--- src/verilog/rtc_defines.vh ---
// Constants for the real-time clock control, alarm flag and serial slave block.
// Assumes a single clk_sys domain; included by bare name from each design file.
`ifndef RTC_DEFINES_VH
`define RTC_DEFINES_VH

`define RTC_SYNC_W 4
`define RTC_SI_CE 0
`define RTC_SI_SCLK 1
`define RTC_SI_DIN 2
`define RTC_SI_STRAP 3

`define RTC_A_CTRL 7'h0f
`define RTC_A_STAT 7'h10
`define RTC_A_CHG 7'h11
`define RTC_A_AL0_LO 7'h07
`define RTC_A_AL0_HI 7'h0a
`define RTC_A_AL1_LO 7'h0b
`define RTC_A_AL1_HI 7'h0e
`define RTC_A_CLK_TOP 5'h1f
`define RTC_A_RAM_TOP 7'h7f
`define RTC_A_RAM_BASE 7'h20
`define RTC_A_ZERO 7'h00
`define RTC_A_ONE 7'h01

`define RTC_B_OSC 7
`define RTC_B_WP 6
`define RTC_B_SEL 2
`define RTC_B_IE1 1
`define RTC_B_IE0 0
`define RTC_B_DIR 7

`define RTC_RST_OSC 1'b1
`define RTC_RST_WP 1'b0
`define RTC_RST_CHG 8'h5c
`define RTC_UNLOCK 4'ha
`define RTC_DS_ONE 2'h1
`define RTC_DS_TWO 2'h2
`define RTC_RS_OFF 2'h0
`define RTC_BIT_LAST 3'h7

`endif

--- src/verilog/rtc_sync.v ---
// Two-flop synchroniser bank for the serial pins and the strap.
// Assumes every input is asynchronous to clk_sys.
`default_nettype none
`include "rtc_defines.vh"
module rtc_sync (
   input wire clk_sys,
   input wire rst,
   input wire [`RTC_SYNC_W-1:0] async_in,
   output wire [`RTC_SYNC_W-1:0] sync_out
);
   reg [`RTC_SYNC_W-1:0] meta;
   reg [`RTC_SYNC_W-1:0] stable;
   genvar i;
   generate
      for (i = 0; i < `RTC_SYNC_W; i = i + 1) begin : g_bit
         always @(posedge clk_sys) begin
            if (rst) begin
               meta[i] <= 1'b0;
               stable[i] <= 1'b0;
            end else begin
               meta[i] <= async_in[i];
               stable[i] <= meta[i];
            end
         end
      end
   endgenerate
   assign sync_out = stable;
endmodule
`default_nettype wire

--- src/verilog/rtc_serial_top.v ---
// Serial slave port, control, status and charger-select registers of the clock.
// Assumes the host supplies chip enable and serial clock far slower than clk_sys,
// and that timekeeping, alarm compare and RAM sit behind the ext_* port.
// The serial clock half-period must cover at least four clk_sys cycles, since
// every pin crosses two flops and edges are found by comparing synced levels.
`default_nettype none
`include "rtc_defines.vh"
module rtc_serial_top (
   input wire clk_sys,
   input wire rst,
   input wire chip_enable,
   input wire sclk,
   input wire serial_in,
   output reg serial_out,
   output reg serial_out_oe,
   input wire interface_select_strap,
   input wire primary_supply_valid,
   input wire alarm0_match,
   input wire alarm1_match,
   output reg irq_out_first_n,
   output reg irq_out_second_n,
   output reg oscillator_disable,
   output reg charger_enable,
   output reg charger_two_diodes,
   output reg [1:0] charger_resistor,
   output reg [6:0] ext_addr,
   output reg [7:0] ext_wdata,
   output reg ext_we,
   output reg ext_re,
   input wire [7:0] ext_rdata
);
   wire [`RTC_SYNC_W-1:0] pins_s;
   wire ce_s;
   wire sclk_s;
   wire din_s;
   wire strap_s;
   reg ce_d;
   reg sclk_d;
   reg idle_pol;
   reg mode_spi;
   reg [2:0] bit_cnt;
   reg [7:0] rx_sh;
   reg [7:0] tx_sh;
   reg got_addr;
   reg is_write;
   reg [6:0] ptr;
   reg load_pend;
   reg reading;
   reg write_protect;
   reg alarm_output_select;
   reg alarm0_irq_enable;
   reg alarm1_irq_enable;
   reg alarm0_flag;
   reg alarm1_flag;
   reg [7:0] charger_select;
   reg [7:0] next_byte;
   reg [6:0] next_ptr;
   reg [7:0] rd_mux;
   reg touch0;
   reg touch1;
   wire ce_rise;
   wire sclk_edge;
   wire strobe;
   wire shift;
   wire byte_done;
   wire wr_ok;
   wire [3:0] unlock_f;
   wire [1:0] diode_f;
   wire [1:0] res_f;
   wire [6:0] touch_addr;
   wire alarm0_live;
   wire alarm1_live;
   wire diode_ok;
   wire next_irq_first_n;
   wire next_irq_second_n;
   wire next_charger_enable;
   wire next_charger_two_diodes;

   // Strap, data, clock and enable all cross into clk_sys with the same latency
   rtc_sync u_sync (
      .clk_sys(clk_sys),
      .rst(rst),
      .async_in({interface_select_strap, serial_in, sclk, chip_enable}),
      .sync_out(pins_s)
   );
   assign ce_s = pins_s[`RTC_SI_CE];
   assign sclk_s = pins_s[`RTC_SI_SCLK];
   assign din_s = pins_s[`RTC_SI_DIN];
   assign strap_s = pins_s[`RTC_SI_STRAP];

   // Edges count only after chip enable has stood high for a cycle
   assign ce_rise = ce_s & ~ce_d;
   assign sclk_edge = ce_s & ce_d & (sclk_s ^ sclk_d);
   // SPI strobes on the edge back to idle level; 3-wire strobes on rising edge
   assign strobe = sclk_edge & (mode_spi ? (sclk_s == idle_pol) : sclk_s);
   assign shift = sclk_edge & (mode_spi ? (sclk_s != idle_pol) : ~sclk_s);
   assign byte_done = strobe & (bit_cnt == `RTC_BIT_LAST);
   assign wr_ok = primary_supply_valid & ~write_protect;

   // MSB first in SPI, LSB first on the 3-wire line
   always @* begin
      if (mode_spi)
         next_byte = {rx_sh[6:0], din_s};
      else
         next_byte = {din_s, rx_sh[7:1]};
   end

   // Burst wrap stays inside the clock area or the RAM area
   // Write addresses share the low seven bits, so one wrap serves both directions
   always @* begin
      if (ptr[6:5] == 2'h0 && ptr[4:0] == `RTC_A_CLK_TOP)
         next_ptr = `RTC_A_ZERO;
      else if (ptr == `RTC_A_RAM_TOP)
         next_ptr = `RTC_A_RAM_BASE;
      else
         next_ptr = ptr + `RTC_A_ONE;
   end

   // Local registers answer here; time, alarm, reserved and RAM come from ext_rdata
   always @* begin
      case (ext_addr)
         `RTC_A_CTRL: rd_mux = {oscillator_disable, write_protect, 3'h0,
            alarm_output_select, alarm1_irq_enable, alarm0_irq_enable};
         `RTC_A_STAT: rd_mux = {6'h00, alarm1_flag, alarm0_flag};
         `RTC_A_CHG: rd_mux = charger_select;
         default: rd_mux = ext_rdata;
      endcase
   end

   // The pointer touches an address on the address byte and on each increment
   assign touch_addr = got_addr ? next_ptr : next_byte[6:0];
   always @* begin
      touch0 = 1'b0;
      touch1 = 1'b0;
      if (byte_done) begin
         touch0 = (touch_addr >= `RTC_A_AL0_LO) && (touch_addr <= `RTC_A_AL0_HI);
         touch1 = (touch_addr >= `RTC_A_AL1_LO) && (touch_addr <= `RTC_A_AL1_HI);
      end
   end

   always @(posedge clk_sys) begin
      if (rst) begin
         ce_d <= 1'b0;
         sclk_d <= 1'b0;
         idle_pol <= 1'b0;
         mode_spi <= 1'b1;
         bit_cnt <= 3'h0;
         rx_sh <= 8'h00;
         tx_sh <= 8'h00;
         got_addr <= 1'b0;
         is_write <= 1'b0;
         ptr <= `RTC_A_ZERO;
         load_pend <= 1'b0;
         reading <= 1'b0;
         serial_out <= 1'b0;
         serial_out_oe <= 1'b0;
         ext_addr <= `RTC_A_ZERO;
         ext_wdata <= 8'h00;
         ext_we <= 1'b0;
         ext_re <= 1'b0;
      end else begin
         ce_d <= ce_s;
         sclk_d <= sclk_s;
         ext_we <= 1'b0;
         ext_re <= 1'b0;
         load_pend <= 1'b0;
         // Polarity and mode are frozen for the whole frame
         if (ce_rise) begin
            idle_pol <= sclk_s;
            mode_spi <= strap_s;
            bit_cnt <= 3'h0;
            got_addr <= 1'b0;
            reading <= 1'b0;
         end
         // Deselect releases the line and drops any partial byte at once
         if (~ce_s) begin
            serial_out_oe <= 1'b0;
            serial_out <= 1'b0;
            reading <= 1'b0;
            bit_cnt <= 3'h0;
            got_addr <= 1'b0;
         end
         if (strobe) begin
            rx_sh <= next_byte;
            bit_cnt <= bit_cnt + 3'h1;
         end
         if (byte_done) begin
            // First byte of a frame: direction from the top bit, pointer from the rest
            if (~got_addr) begin
               got_addr <= 1'b1;
               is_write <= next_byte[`RTC_B_DIR];
               ptr <= next_byte[6:0];
               ext_addr <= next_byte[6:0];
               if (~next_byte[`RTC_B_DIR]) begin
                  load_pend <= 1'b1;
                  ext_re <= 1'b1;
               end
            end else begin
               ptr <= next_ptr;
               // Writes land at the current pointer; reads fetch the next one ahead
               if (is_write) begin
                  ext_addr <= ptr;
                  ext_wdata <= next_byte;
                  ext_we <= wr_ok;
               end else begin
                  ext_addr <= next_ptr;
                  load_pend <= 1'b1;
                  ext_re <= 1'b1;
               end
            end
         end
         // Data is picked up one cycle after the pointer settles on ext_addr
         if (load_pend & ce_s) begin
            tx_sh <= rd_mux;
            reading <= 1'b1;
         end
         if (shift & reading) begin
            serial_out_oe <= 1'b1;
            if (mode_spi) begin
               serial_out <= tx_sh[7];
               tx_sh <= {tx_sh[6:0], 1'b0};
            end else begin
               serial_out <= tx_sh[0];
               tx_sh <= {1'b0, tx_sh[7:1]};
            end
         end
      end
   end

   // Local registers take a write only at byte completion of a write burst
   // A low primary supply freezes the control and charger registers, protect bit included
   always @(posedge clk_sys) begin
      if (rst) begin
         oscillator_disable <= `RTC_RST_OSC;
         write_protect <= `RTC_RST_WP;
         alarm_output_select <= 1'b0;
         alarm0_irq_enable <= 1'b0;
         alarm1_irq_enable <= 1'b0;
         charger_select <= `RTC_RST_CHG;
      end else if (byte_done & got_addr & is_write & primary_supply_valid) begin
         if (ptr == `RTC_A_CTRL) begin
            // Protect bit stays writable so software can lift protection
            write_protect <= next_byte[`RTC_B_WP];
            if (~write_protect) begin
               oscillator_disable <= next_byte[`RTC_B_OSC];
               alarm_output_select <= next_byte[`RTC_B_SEL];
               alarm1_irq_enable <= next_byte[`RTC_B_IE1];
               alarm0_irq_enable <= next_byte[`RTC_B_IE0];
            end
         end
         if (ptr == `RTC_A_CHG && ~write_protect)
            charger_select <= next_byte;
      end
   end

   // A match in the same cycle as a pointer touch keeps the flag set
   // Matches arrive already qualified by the compare logic behind ext_*
   always @(posedge clk_sys) begin
      if (rst) begin
         alarm0_flag <= 1'b0;
         alarm1_flag <= 1'b0;
      end else begin
         alarm0_flag <= alarm0_match | (alarm0_flag & ~touch0);
         alarm1_flag <= alarm1_match | (alarm1_flag & ~touch1);
      end
   end

   assign unlock_f = charger_select[7:4];
   assign diode_f = charger_select[3:2];
   assign res_f = charger_select[1:0];

   // An enabled flag pulls its pin; the select bit steers alarm 1 between the pins
   assign alarm0_live = alarm0_flag & alarm0_irq_enable;
   assign alarm1_live = alarm1_flag & alarm1_irq_enable;
   assign next_irq_first_n = ~(alarm0_live | (~alarm_output_select & alarm1_live));
   // With select low the second pin stays released whatever alarm 1 does
   assign next_irq_second_n = ~(alarm_output_select & alarm1_live);

   // All three fields must hold a legal code; any other pattern leaves the charger off
   // The unlock nibble guards against a single corrupted write turning it on
   assign diode_ok = (diode_f == `RTC_DS_ONE) || (diode_f == `RTC_DS_TWO);
   assign next_charger_enable = (unlock_f == `RTC_UNLOCK) && diode_ok && (res_f != `RTC_RS_OFF);
   assign next_charger_two_diodes = (diode_f == `RTC_DS_TWO);

   // Pins come from flops so a flag clear and a select change never glitch them
   always @(posedge clk_sys) begin
      if (rst) begin
         irq_out_first_n <= 1'b1;
         irq_out_second_n <= 1'b1;
         charger_enable <= 1'b0;
         charger_two_diodes <= 1'b0;
         charger_resistor <= `RTC_RS_OFF;
      end else begin
         irq_out_first_n <= next_irq_first_n;
         irq_out_second_n <= next_irq_second_n;
         charger_enable <= next_charger_enable;
         charger_two_diodes <= next_charger_two_diodes;
         charger_resistor <= res_f;
      end
   end
endmodule
`default_nettype wire

--- config.mk ---
export PLATFORM = sky130hd
export DESIGN_NAME = rtc_serial_top
export DESIGN_NICKNAME = d
export VERILOG_FILES = /design/src/verilog/rtc_sync.v /design/src/verilog/rtc_serial_top.v
export VERILOG_INCLUDE_DIRS = /design/src /design/src/verilog
export SDC_FILE = /design/constraint.sdc
export NUM_CORES = 1
export LEC_CHECK = 0
export BUFFER_PORTS_ARGS = -buffer_cell sky130_fd_sc_hd__buf_2
export CAP_MARGIN = 20
export CORE_ASPECT_RATIO = 0.75
export CORE_MARGIN = 2
export CORE_UTILIZATION = 50
export DETAILED_ROUTE_END_ITERATION = 12
export GPL_TIMING_DRIVEN = 0
export PLACE_DENSITY_LB_ADDON = 0.08
export REMOVE_ABC_BUFFERS = 1
export SLEW_MARGIN = 10
export SYNTH_ARGS = -nofsm -noshare
export SYNTH_HDL_FRONTEND = slang
export SYNTH_HIERARCHICAL = 1
export SYNTH_SLANG_ARGS = --single-unit
--- constraint.sdc ---
create_clock -name clk_sys -period 3.03 [get_ports clk_sys]
set_input_delay 0.1515 -clock clk_sys [delete_from_list [all_inputs] [get_ports clk_sys]]
set_output_delay 0.1515 -clock clk_sys [all_outputs]
set_load 0.005 [all_outputs]
; ---- Word level (Yosys, flattened, before mapping)
; Index checks and enable logic that the tools add are counted.
; Widths: inputs -> output; s select.
[word_totals]
register_bits = 81
word_cells = 141
[op_classes]
add_sub_neg = 2
order_cmp = 4
n_eq_ne = 16
mux = 31
n_bitwise = 33
reduce_logical = 17
[ops]
columns = cell, count
row1 = $mux 7, 5
row2 = $mux 8, 4
row3 = $pmux 8 s3, 1
row4 = $eq 7x5->1 const B, 3
row5 = $and 1x1->1, 18
row6 = $mux 1, 18
row7 = $eq 7x4->1 const B, 2
row8 = $le 7x4->1 const B, 2
row9 = $not 1->1, 11
row10 = $mux 3, 3
row11 = $add 7x1->7 const B, 1
row12 = $eq 7x7->1 const B, 1
row13 = $ge 7x3->1 const B, 1
row14 = $ge 7x4->1 const B, 1
row15 = $logic_and 1x1->1, 6
row16 = $ne 3x3->1 const B, 2
row17 = $reduce_and 2->1, 3
row18 = $reduce_and 3->1, 2
row19 = $eq 5x5->1 const B, 1
row20 = $eq 4x4->1 const B, 1
row21 = $reduce_bool 2->1, 2
row22 = $reduce_or 4->1, 1
row23 = $add 3x1->3 const B, 1
row24 = $eq 3x3->1 const B, 1
row25 = other kinds (10), 12

; ---- Depth between registers and ports, before layout
; Gate-level depths: netlist (run 1).
[depth]
word_depth = 10
ltp_mapped = 9
ltp_nobuf = 8

; ---- By module
; Netlist (run 1), hierarchy kept.
[by_module_without_submodules]
columns = mod, instances, cells_each, area_per_inst_um2, seq_area_each_um2
row1 = rtc_serial_top, 1, 412, 3560.9, 1461.4
row2 = rtc_sync, 1, 16, 210.2, 160.2

; ---- Worst setup path before layout (run 1)
; OpenSTA, ideal clock, no wires.
[synth_timing]
path_type = register to register
start = reg ptr[0]
end = reg alarm0_flag
setup_ns = 0.091
arrival_time_ns = 2.000
required_ns = 2.939
setup_slack_ns = 0.939
path_stages_with_launch = 10
path_buffers = 1
synth_period_minus_slack_ns = 2.091
cell_sequence = dfxtp_1 -> ha_1 -> and3_1 -> clkbuf_1 -> ha_1 -> a21boi_1 -> a21oi_1 -> a21oi_1 -> o22ai_1 -> a311oi_1
[synth_via]
elab_chain_cells = 10
elab_cells_between_ends = 14
cone_classes = add/sub: 1 / order compare: 2 / eq/ne: 2 / mux: 4 / bitwise: 3 / reduce/logical: 2
[synth_rtl]
columns = element, line
row1 = from (decl), rtc_serial_top.v:46  ; reg [6:0] ptr;
row2 = from (signal assigned), rtc_serial_top.v:152  ; ptr <= `RTC_A_ZERO;
row3 = from (signal assigned), rtc_serial_top.v:192  ; ptr <= next_byte[6:0];
row4 = from (signal assigned), rtc_serial_top.v:199  ; ptr <= next_ptr;
row5 = "$add 7x1->7 (no source line), or another cell as far along", --
row6 = $mux 7 or $logic_and 1x1->1 (tied branches), --
row7 = $mux 7 (*), rtc_serial_top.v:111  ; if (ptr[6:5] == 2'h0 && ptr[4:0] == `RTC_A_CLK_TOP)
row8 = $mux 7 (*), rtc_serial_top.v:131  ; assign touch_addr = got_addr ? next_ptr : next_byte[6:0];
row9 = $ge 7x3->1 (no source line) or $le 7x4->1 (tied branches), --
row10 = $logic_and 1x1->1 (*), rtc_serial_top.v:136  ; touch0 = (touch_addr >= `RTC_A_AL0_LO) && (touch_addr <= `RTC_A_AL0_HI);
row11 = $mux 1 (*), rtc_serial_top.v:135  ; if (byte_done) begin
row12 = $not 1->1 (*), rtc_serial_top.v:263  ; alarm0_flag <= alarm0_match | (alarm0_flag & ~touch0);
row13 = $and 1x1->1 (*), rtc_serial_top.v:263
row14 = $or 1x1->1 (*), rtc_serial_top.v:263
row15 = to (signal assigned), rtc_serial_top.v:263
row16 = to (decl), rtc_serial_top.v:53  ; reg alarm0_flag;
; Mark *: on every way between the ends. The rest lies on a longest branch, timed or not.
; A chain may end at the register's enable or synchronous reset.

; ---- Worst setup path after layout (run 1)
[layout_timing]
start = reg mode_spi
end = reg charger_select[2]
[layout_via]
elab_chain_cells = 7
elab_cells_between_ends = 8
cone_classes = mux: 2 / bitwise: 5 / reduce/logical: 1
[layout_rtl]
columns = element, line
row1 = from (decl), rtc_serial_top.v:40  ; reg mode_spi;
row2 = from (signal assigned), rtc_serial_top.v:170  ; mode_spi <= strap_s;
row3 = $mux 1, rtc_serial_top.v:95  ; assign strobe = sclk_edge & (mode_spi ? (sclk_s == idle_pol) : sclk_s);
row4 = $and 1x1->1, rtc_serial_top.v:95
row5 = $and 1x1->1, rtc_serial_top.v:97  ; assign byte_done = strobe & (bit_cnt == `RTC_BIT_LAST);
row6 = $and 1x1->1 (3 in a row), rtc_serial_top.v:240  ; end else if (byte_done & got_addr & is_write & primary_supply_valid) begin
row7 = $reduce_and 2->1 (no source line), --
row8 = to (signal assigned), rtc_serial_top.v:239  ; charger_select <= `RTC_RST_CHG;
row9 = to (signal assigned), rtc_serial_top.v:252  ; charger_select <= next_byte;
row10 = to (decl), rtc_serial_top.v:55  ; reg [7:0] charger_select;
; Parallel ways exist; a longest one is shown, timed or not.

==> results.sh, run 1 <==
export IMPL_status="finished, final reports clean"
export IMPL_setup_violations_final=0
export IMPL_final_layout_size_suffix_gt1_share_pct=17.7
export IMPL_grt_setup_unrepaired="false"
export IMPL_start_kind="flop"
export IMPL_critical_path_max_fanout=15
export IMPL_p_per_area_mw_per_mm2=486
export IMPL_cp_top_family="simple AND/OR/NAND/NOR gates"
export IMPL_diodes=0
export IMPL_ys_seq_area_share_pct=43.0
export IMPL_clock_skew_ns=0.0121
export IMPL_hold_path_class="input port to flop"
export IMPL_synthFlopType="dfxtp_1"
export IMPL_synthDistinctLibCells=61
export IMPL_cts_tree="done"
export IMPL_final_nets=483
export IMPL_final_max_slew_violation_count=0
export IMPL_cap_viol_max_count=0
export IMPL_insertion_delay_ns=0.35
export IMPL_vias_per_cell=5.67
export IMPL_multi_input_area_mm2=0.00201
export IMPL_cts_buffer_depth=2
export IMPL_syn_area_mm2=0.00377
export IMPL_coreArea_mm2=0.00733
export IMPL_seq_area_mm2=0.00162
export IMPL_synth_avg_cell_area_um2=8.81
export IMPL_gp_congestion=0.905
export IMPL_cpMaxStageDelayCell="dfxtp_1"
export IMPL_cts_clk_slew_worst_paths_ns=0.08
export IMPL_p_total_mw=2.09
export IMPL_ant_nets=0
export IMPL_cts_root_buf="clkbuf_8"
export IMPL_hold_violations=0
export IMPL_crit_chain="buf_16 > nand2b_4 > mux2_2 > nand3_2 > nor4_4 > mux2i_1 > or2_2"
export IMPL_cp_num_buf_inv=1
export IMPL_postSynth_asyncResetShare_pct=0
export IMPL_grt_max_degree=81
export IMPL_cp_data_arrival_time_ns=3.06
export IMPL_period_needed_ns=2.82
export IMPL_area_growth_pct=13.9
export IMPL_ctsHoldBuffers=0
export IMPL_pin_count=43
export IMPL_cts_sinks=81
export IMPL_drt_pre_antenna_iters=7
export IMPL_first_iter_violations=162
export IMPL_cts_resized=0
export IMPL_critPathKind="flop to flop"
export IMPL_dp_slack_ns=0.137
export IMPL_drc=0
export IMPL_yosys_register_bits=81
export IMPL_grt_ovfl_total=0
export IMPL_routed_wl_um=8930
export IMPL_period_share_pct=93.0
export IMPL_synth_edf_count=0
export IMPL_first_global_vias=2920
export IMPL_grt_usage_pct=22.4
export IMPL_cts_setup_buffers=0
export IMPL_antenna_found_initial=0
export IMPL_cp_required_ns=3.27
export IMPL_vias=3203
export IMPL_fp_dieArea_mm2=0.00826
export IMPL_tightestPinTransition_ns=0.885
export IMPL_wl_per_cell_um=15.8
export IMPL_rows=27
export IMPL_synth_warnings=6
export IMPL_initial_core_util_pct=51.4
export IMPL_setup_slack_ns=0.213
export IMPL_fillCellCount=680
export IMPL_maxSlewHeadroom_pct=39.3
export IMPL_fp_dieW_um=104
export IMPL_die_height_um=79.2
export IMPL_post_synth_inst_count=428
export IMPL_power_leakage_nw=1.64
export IMPL_htree_levels=3
export IMPL_grt_pass1_wl_um=14800
export IMPL_hpwl_um=6160
export IMPL_portBuffers=42
export IMPL_max_clock_freq_ghz=0.355
export IMPL_end_kind="flop"
export IMPL_slowest_delay_ns=0.74
export IMPL_cts_buffers=9
export IMPL_peakVddDrop_uv=265
==> path summary, 6_finish.rpt <==
kind | depth (start not counted) | to | slack [ns] | from
setup / recovery | 7 | charger_select[2] | 0.21 | mode_spi
hold / removal | 2 | u_sync/meta[2] | 0.008 | serial_in
setup reg to reg | 7 | charger_select[2] | 0.21 | mode_spi
hold reg to reg | 1 | mode_spi | 0.44 | u_sync/sync_out[3]
==> kinds of logic after synthesis <==
family | synth area share (%)
compound gates | 19.2
xor+xnor | 0.929
fa+ha+maj | 1.99
buf+inv | 3.98
flops | 43.0
mux | 7.90
simple gates | 23.0
==> per-layer routing <==
layer / up-vias / share of wire (%) / GRT usage [%]
li1: 1607 / - / -
met1: 1497 / 50 / 31.8
met2: 88 / 43 / 34.8
met3: 11 / 5.5 / 4.43
met4: 0 / 1.3 / 6.22
met5: - / 0 / 0
==> cells in the mapped netlist, types with 4 or more instances <==
cell type / number / area [um2]
dfxtp_1: 81 / 1620
nor2_1: 57 / 214
nand2_1: 34 / 128
a211oi_1: 29 / 218
a21oi_1: 24 / 120
mux2i_1: 23 / 230
clkbuf_1: 19 / 71.3
nor2b_1: 19 / 119
nor3_1: 13 / 65.1
nand3_1: 12 / 60.1
o21ai_0: 11 / 55.1
inv_1: 7 / 26.3
nand2b_1: 7 / 43.8
ha_1: 6 / 75.1
mux2_2: 6 / 67.6
o211ai_1: 5 / 37.5
a211o_1: 4 / 35.0
or2_2: 4 / 25.0
==> registers in the layout, summed over array words and instances, names as in the netlist, 2 cells and up <==
| register | count |
|---|---|
| tx_sh | 8 |
| charger_select | 8 |
| u_sync/sync_out | 4 |
| u_sync/meta | 4 |
| bit_cnt | 3 |
| rx_sh | 8 |
| ext_wdata | 8 |
| charger_resistor | 2 |
| ptr | 7 |
| ext_addr | 7 |
==> cell type report <==
class                           count  share of cell area (%)
Clock buffer                       10                    2.97
Clock inverter                      5                    2.42
Inverter                            7                   0.612
Multi-Input combinational cell    313                    46.9
Sequential cell                    81                    37.8
Tap cell                          101                    2.94
Timing Repair Buffer               48                    6.41
==> power breakdown <==
| part | switching (mW) | internal (mW) | total, mW |
|---|---|---|---|
| registers | 0.00903 | 1.07 | 1.08 |
| logic | 0.0379 | 0.0311 | 0.0690 |
| clock network | 0.391 | 0.545 | 0.936 |
==> per-stage QoR <==
stage / area [um2] / utilization [%] / instances / hold slack [ns] / TNS (ns)
6_report: 4290 / 58.6 / 565 / 0.00753 / 0
5_1_grt: 4290 / 58.6 / 565 / 0.0132 / 0
3_3_place_gp: 3980 / 54.3 / 544 / 0.358 / -8.89
3_5_place_dp: 4040 / 55.1 / 547 / 0.366 / 0
4_1_cts: 4270 / 58.3 / 562 / 0.00320 / 0
2_1_floorplan: 3650 / - / 401 / 0.221 / 0
==> cells in the final DEF (no fill, tap or decap), drive strengths merged, types with 5 or more instances in the layout <==
cell type and count:
inv 8, mux2 6, dfxtp 81, o211ai 5, mux2i 23, or2 5, nand3 13, clkbuf 10
nor2b 19, o21ai 11, a21oi 24, a211oi 30, ha 6, buf 48, nor2 57, nor3 13
nand2b 8, nand2 34
Note: power is estimated with default switching activity, not from simulation.
==> inputs of run 2 (changes only) <==
Settings changed: PLACE_DENSITY_LB_ADDON 0.08 to 0.12, SKIP_CTS_REPAIR_TIMING set to 1.
==> results.sh, run 2 (synthesis results as in run 1) <==
export IMPL_cts_root_buf="clkbuf_8"
export IMPL_pwr_share_clk_pct=46.9
export IMPL_p_int_mw=1.73
export IMPL_seq_power_share_pct=49.9
export IMPL_ff2ff_path_depth=7
export IMPL_grt_setup_unrepaired="false"
export IMPL_ant_nets=0
export IMPL_pwr_share_comb_pct=3.2
export IMPL_setup_violations_final=0
export IMPL_final_nets=485
export IMPL_routed_wl_um=8930
export IMPL_layout_common_cells="80 x dfxtp_1, 57 x nor2_1, 42 x buf_2, 34 x nand2_1, 29 x a211oi_1"
export IMPL_period_share_pct=91.5
export IMPL_cts_clk_slew_worst_paths_ns=0.08
export IMPL_final_max_slew_violation_count=0
export IMPL_die_height_um=79.2
export IMPL_fp_dieW_um=104
export IMPL_final_common_cell="dfxtp_1"
export IMPL_final_layout_size_suffix_gt1_share_pct=18.0
export IMPL_grt_ovfl_total=0
export IMPL_fp_dieArea_mm2=0.00826
export IMPL_place_area_mm2=0.00404
export IMPL_hpwl_um=6040
export IMPL_maxSlewHeadroom_pct=45.9
export IMPL_first_iter_violations=243
export IMPL_grt_pass1_wl_um=14400
export IMPL_wl_per_cell_um=15.7
export IMPL_critPathKind="flop to flop"
export IMPL_cts_buffers=9
export IMPL_fin_area_mm2=0.00437
export IMPL_cap_viol_max_count=0
export IMPL_swShare_pct=20.0
export IMPL_vias=3225
export IMPL_r2r_end="oscillator_disable"
export IMPL_cp_data_arrival_time_ns=3.01
export IMPL_portBuffers=42
export IMPL_gp_congestion=0.907
export IMPL_critical_path_max_fanout=15
export IMPL_cts_sinks=81
export IMPL_hold_path_class="input port to flop"
export IMPL_period_needed_ns=2.77
export IMPL_area_growth_pct=16.0
export IMPL_status="finished, final reports clean"
export IMPL_insertion_delay_ns=0.35
export IMPL_cts_tree="done"
export IMPL_grt_usage_pct=22.1
export IMPL_drt_pre_antenna_iters=5
export IMPL_max_clock_freq_ghz=0.361
export IMPL_start_kind="flop"
export IMPL_endpoint="oscillator_disable"
export IMPL_htree_levels=3
export IMPL_coreArea_mm2=0.00733
export IMPL_tightestPinTransition_ns=0.789
export IMPL_drc=0
export IMPL_initial_core_util_pct=51.4
export IMPL_rows=27
export IMPL_first_global_vias=2783
export IMPL_clock_skew_ns=0.0127
export IMPL_switchingPower_uw=433
export IMPL_grt_max_degree=81
export IMPL_vias_per_cell=5.69
export IMPL_r2r_start="mode_spi"
export IMPL_diodes=0
export IMPL_antenna_found_initial=0
export IMPL_p_per_area_mw_per_mm2=495
export IMPL_cp_required_ns=3.27
export IMPL_pin_count=43
export IMPL_power_leakage_nw=1.68
export IMPL_peakVddDrop_uv=294
export IMPL_r2r_setup_slack_ns=0.26
export IMPL_cts_buffer_depth=2
export IMPL_startpoint="mode_spi"
export IMPL_end_kind="flop"
export IMPL_fin_util_pct=59.7
export IMPL_hold_violations=0
export IMPL_fillCellCount=675
[run 2: worst min-delay path by stage]
| stage | slack, ns | depth (start not counted) | start | to |
|---|---|---|---|---|
| 2_1_floorplan | 0.22 | 1 | rst | bit_cnt[1] |
| 3_3_place_gp | 0.36 | 2 | chip_enable | u_sync/meta[0] |
| 3_5_place_dp | 0.36 | 2 | serial_in | u_sync/meta[2] |
| 4_1_cts | -0.01 | 2 | serial_in | u_sync/meta[2] |
| 5_1_grt | 0.001 | 2 | interface_select_strap | u_sync/meta[3] |
| 6_report | 0.002 | 2 | interface_select_strap | u_sync/meta[3] |
[run 2: through the flow]
stage / power (mW) / setup slack (ns) / hold WS (ns) / std cells / TNS (ns)
after floorplan: 1.14 / 0.0890 / 0.221 / 401 / 0
after global placement: 1.17 / -1.09 / 0.357 / 544 / -9.64
after detailed placement: 1.17 / 0.137 / 0.363 / 547 / 0
after CTS: 2.19 / 0.115 / -0.0118 / 562 / 0
after global routing: 2.24 / 0.0254 / 0.00149 / 567 / 0
final: 2.17 / 0.257 / 0.00196 / 567 / 0
[run 2: worst max-delay path: stages, from the launching register on]
cell and delay (ns):
dfxtp_1 0.73, buf_16 0.23, nand2b_4 0.08, mux2_2 0.24, nand3_2 0.30, nor4b_2 0.75
mux2i_1 0.26, nand2b_1 0.07
[run 2: layout make-up]
type	instances	area [um2]	share of cell area, %
sequential	81	1620	37.1
tap	101	126	2.89
inverter	7	26.3	0.601
timing repair buffer	50	322	7.35
clock buffer	10	128	2.92
clock inverter	5	129	2.95
multi-input combinational	313	2020	46.2
[run 2: per-layer routing]
metal / up-vias / wire length [um] / track usage, %
met1: 1506 / 4430 / 31.6
met5: - / 0 / 0
li1: 1622 / - / -
met4: 0 / 74 / 4.86
met3: 8 / 593 / 5.99
met2: 89 / 3830 / 33.1
[run 2: power by group through the flow]
stage | clock network, mW | logic [mW] | registers (mW)
CTS | 1.04 | 0.0689 | 1.08
finish | 1.02 | 0.0696 | 1.08
global placement | 0 | 0.0604 | 1.11
floorplan | 0 | 0.0296 | 1.11
detailed placement | 0 | 0.0687 | 1.11
global route | 1.08 | 0.0758 | 1.08
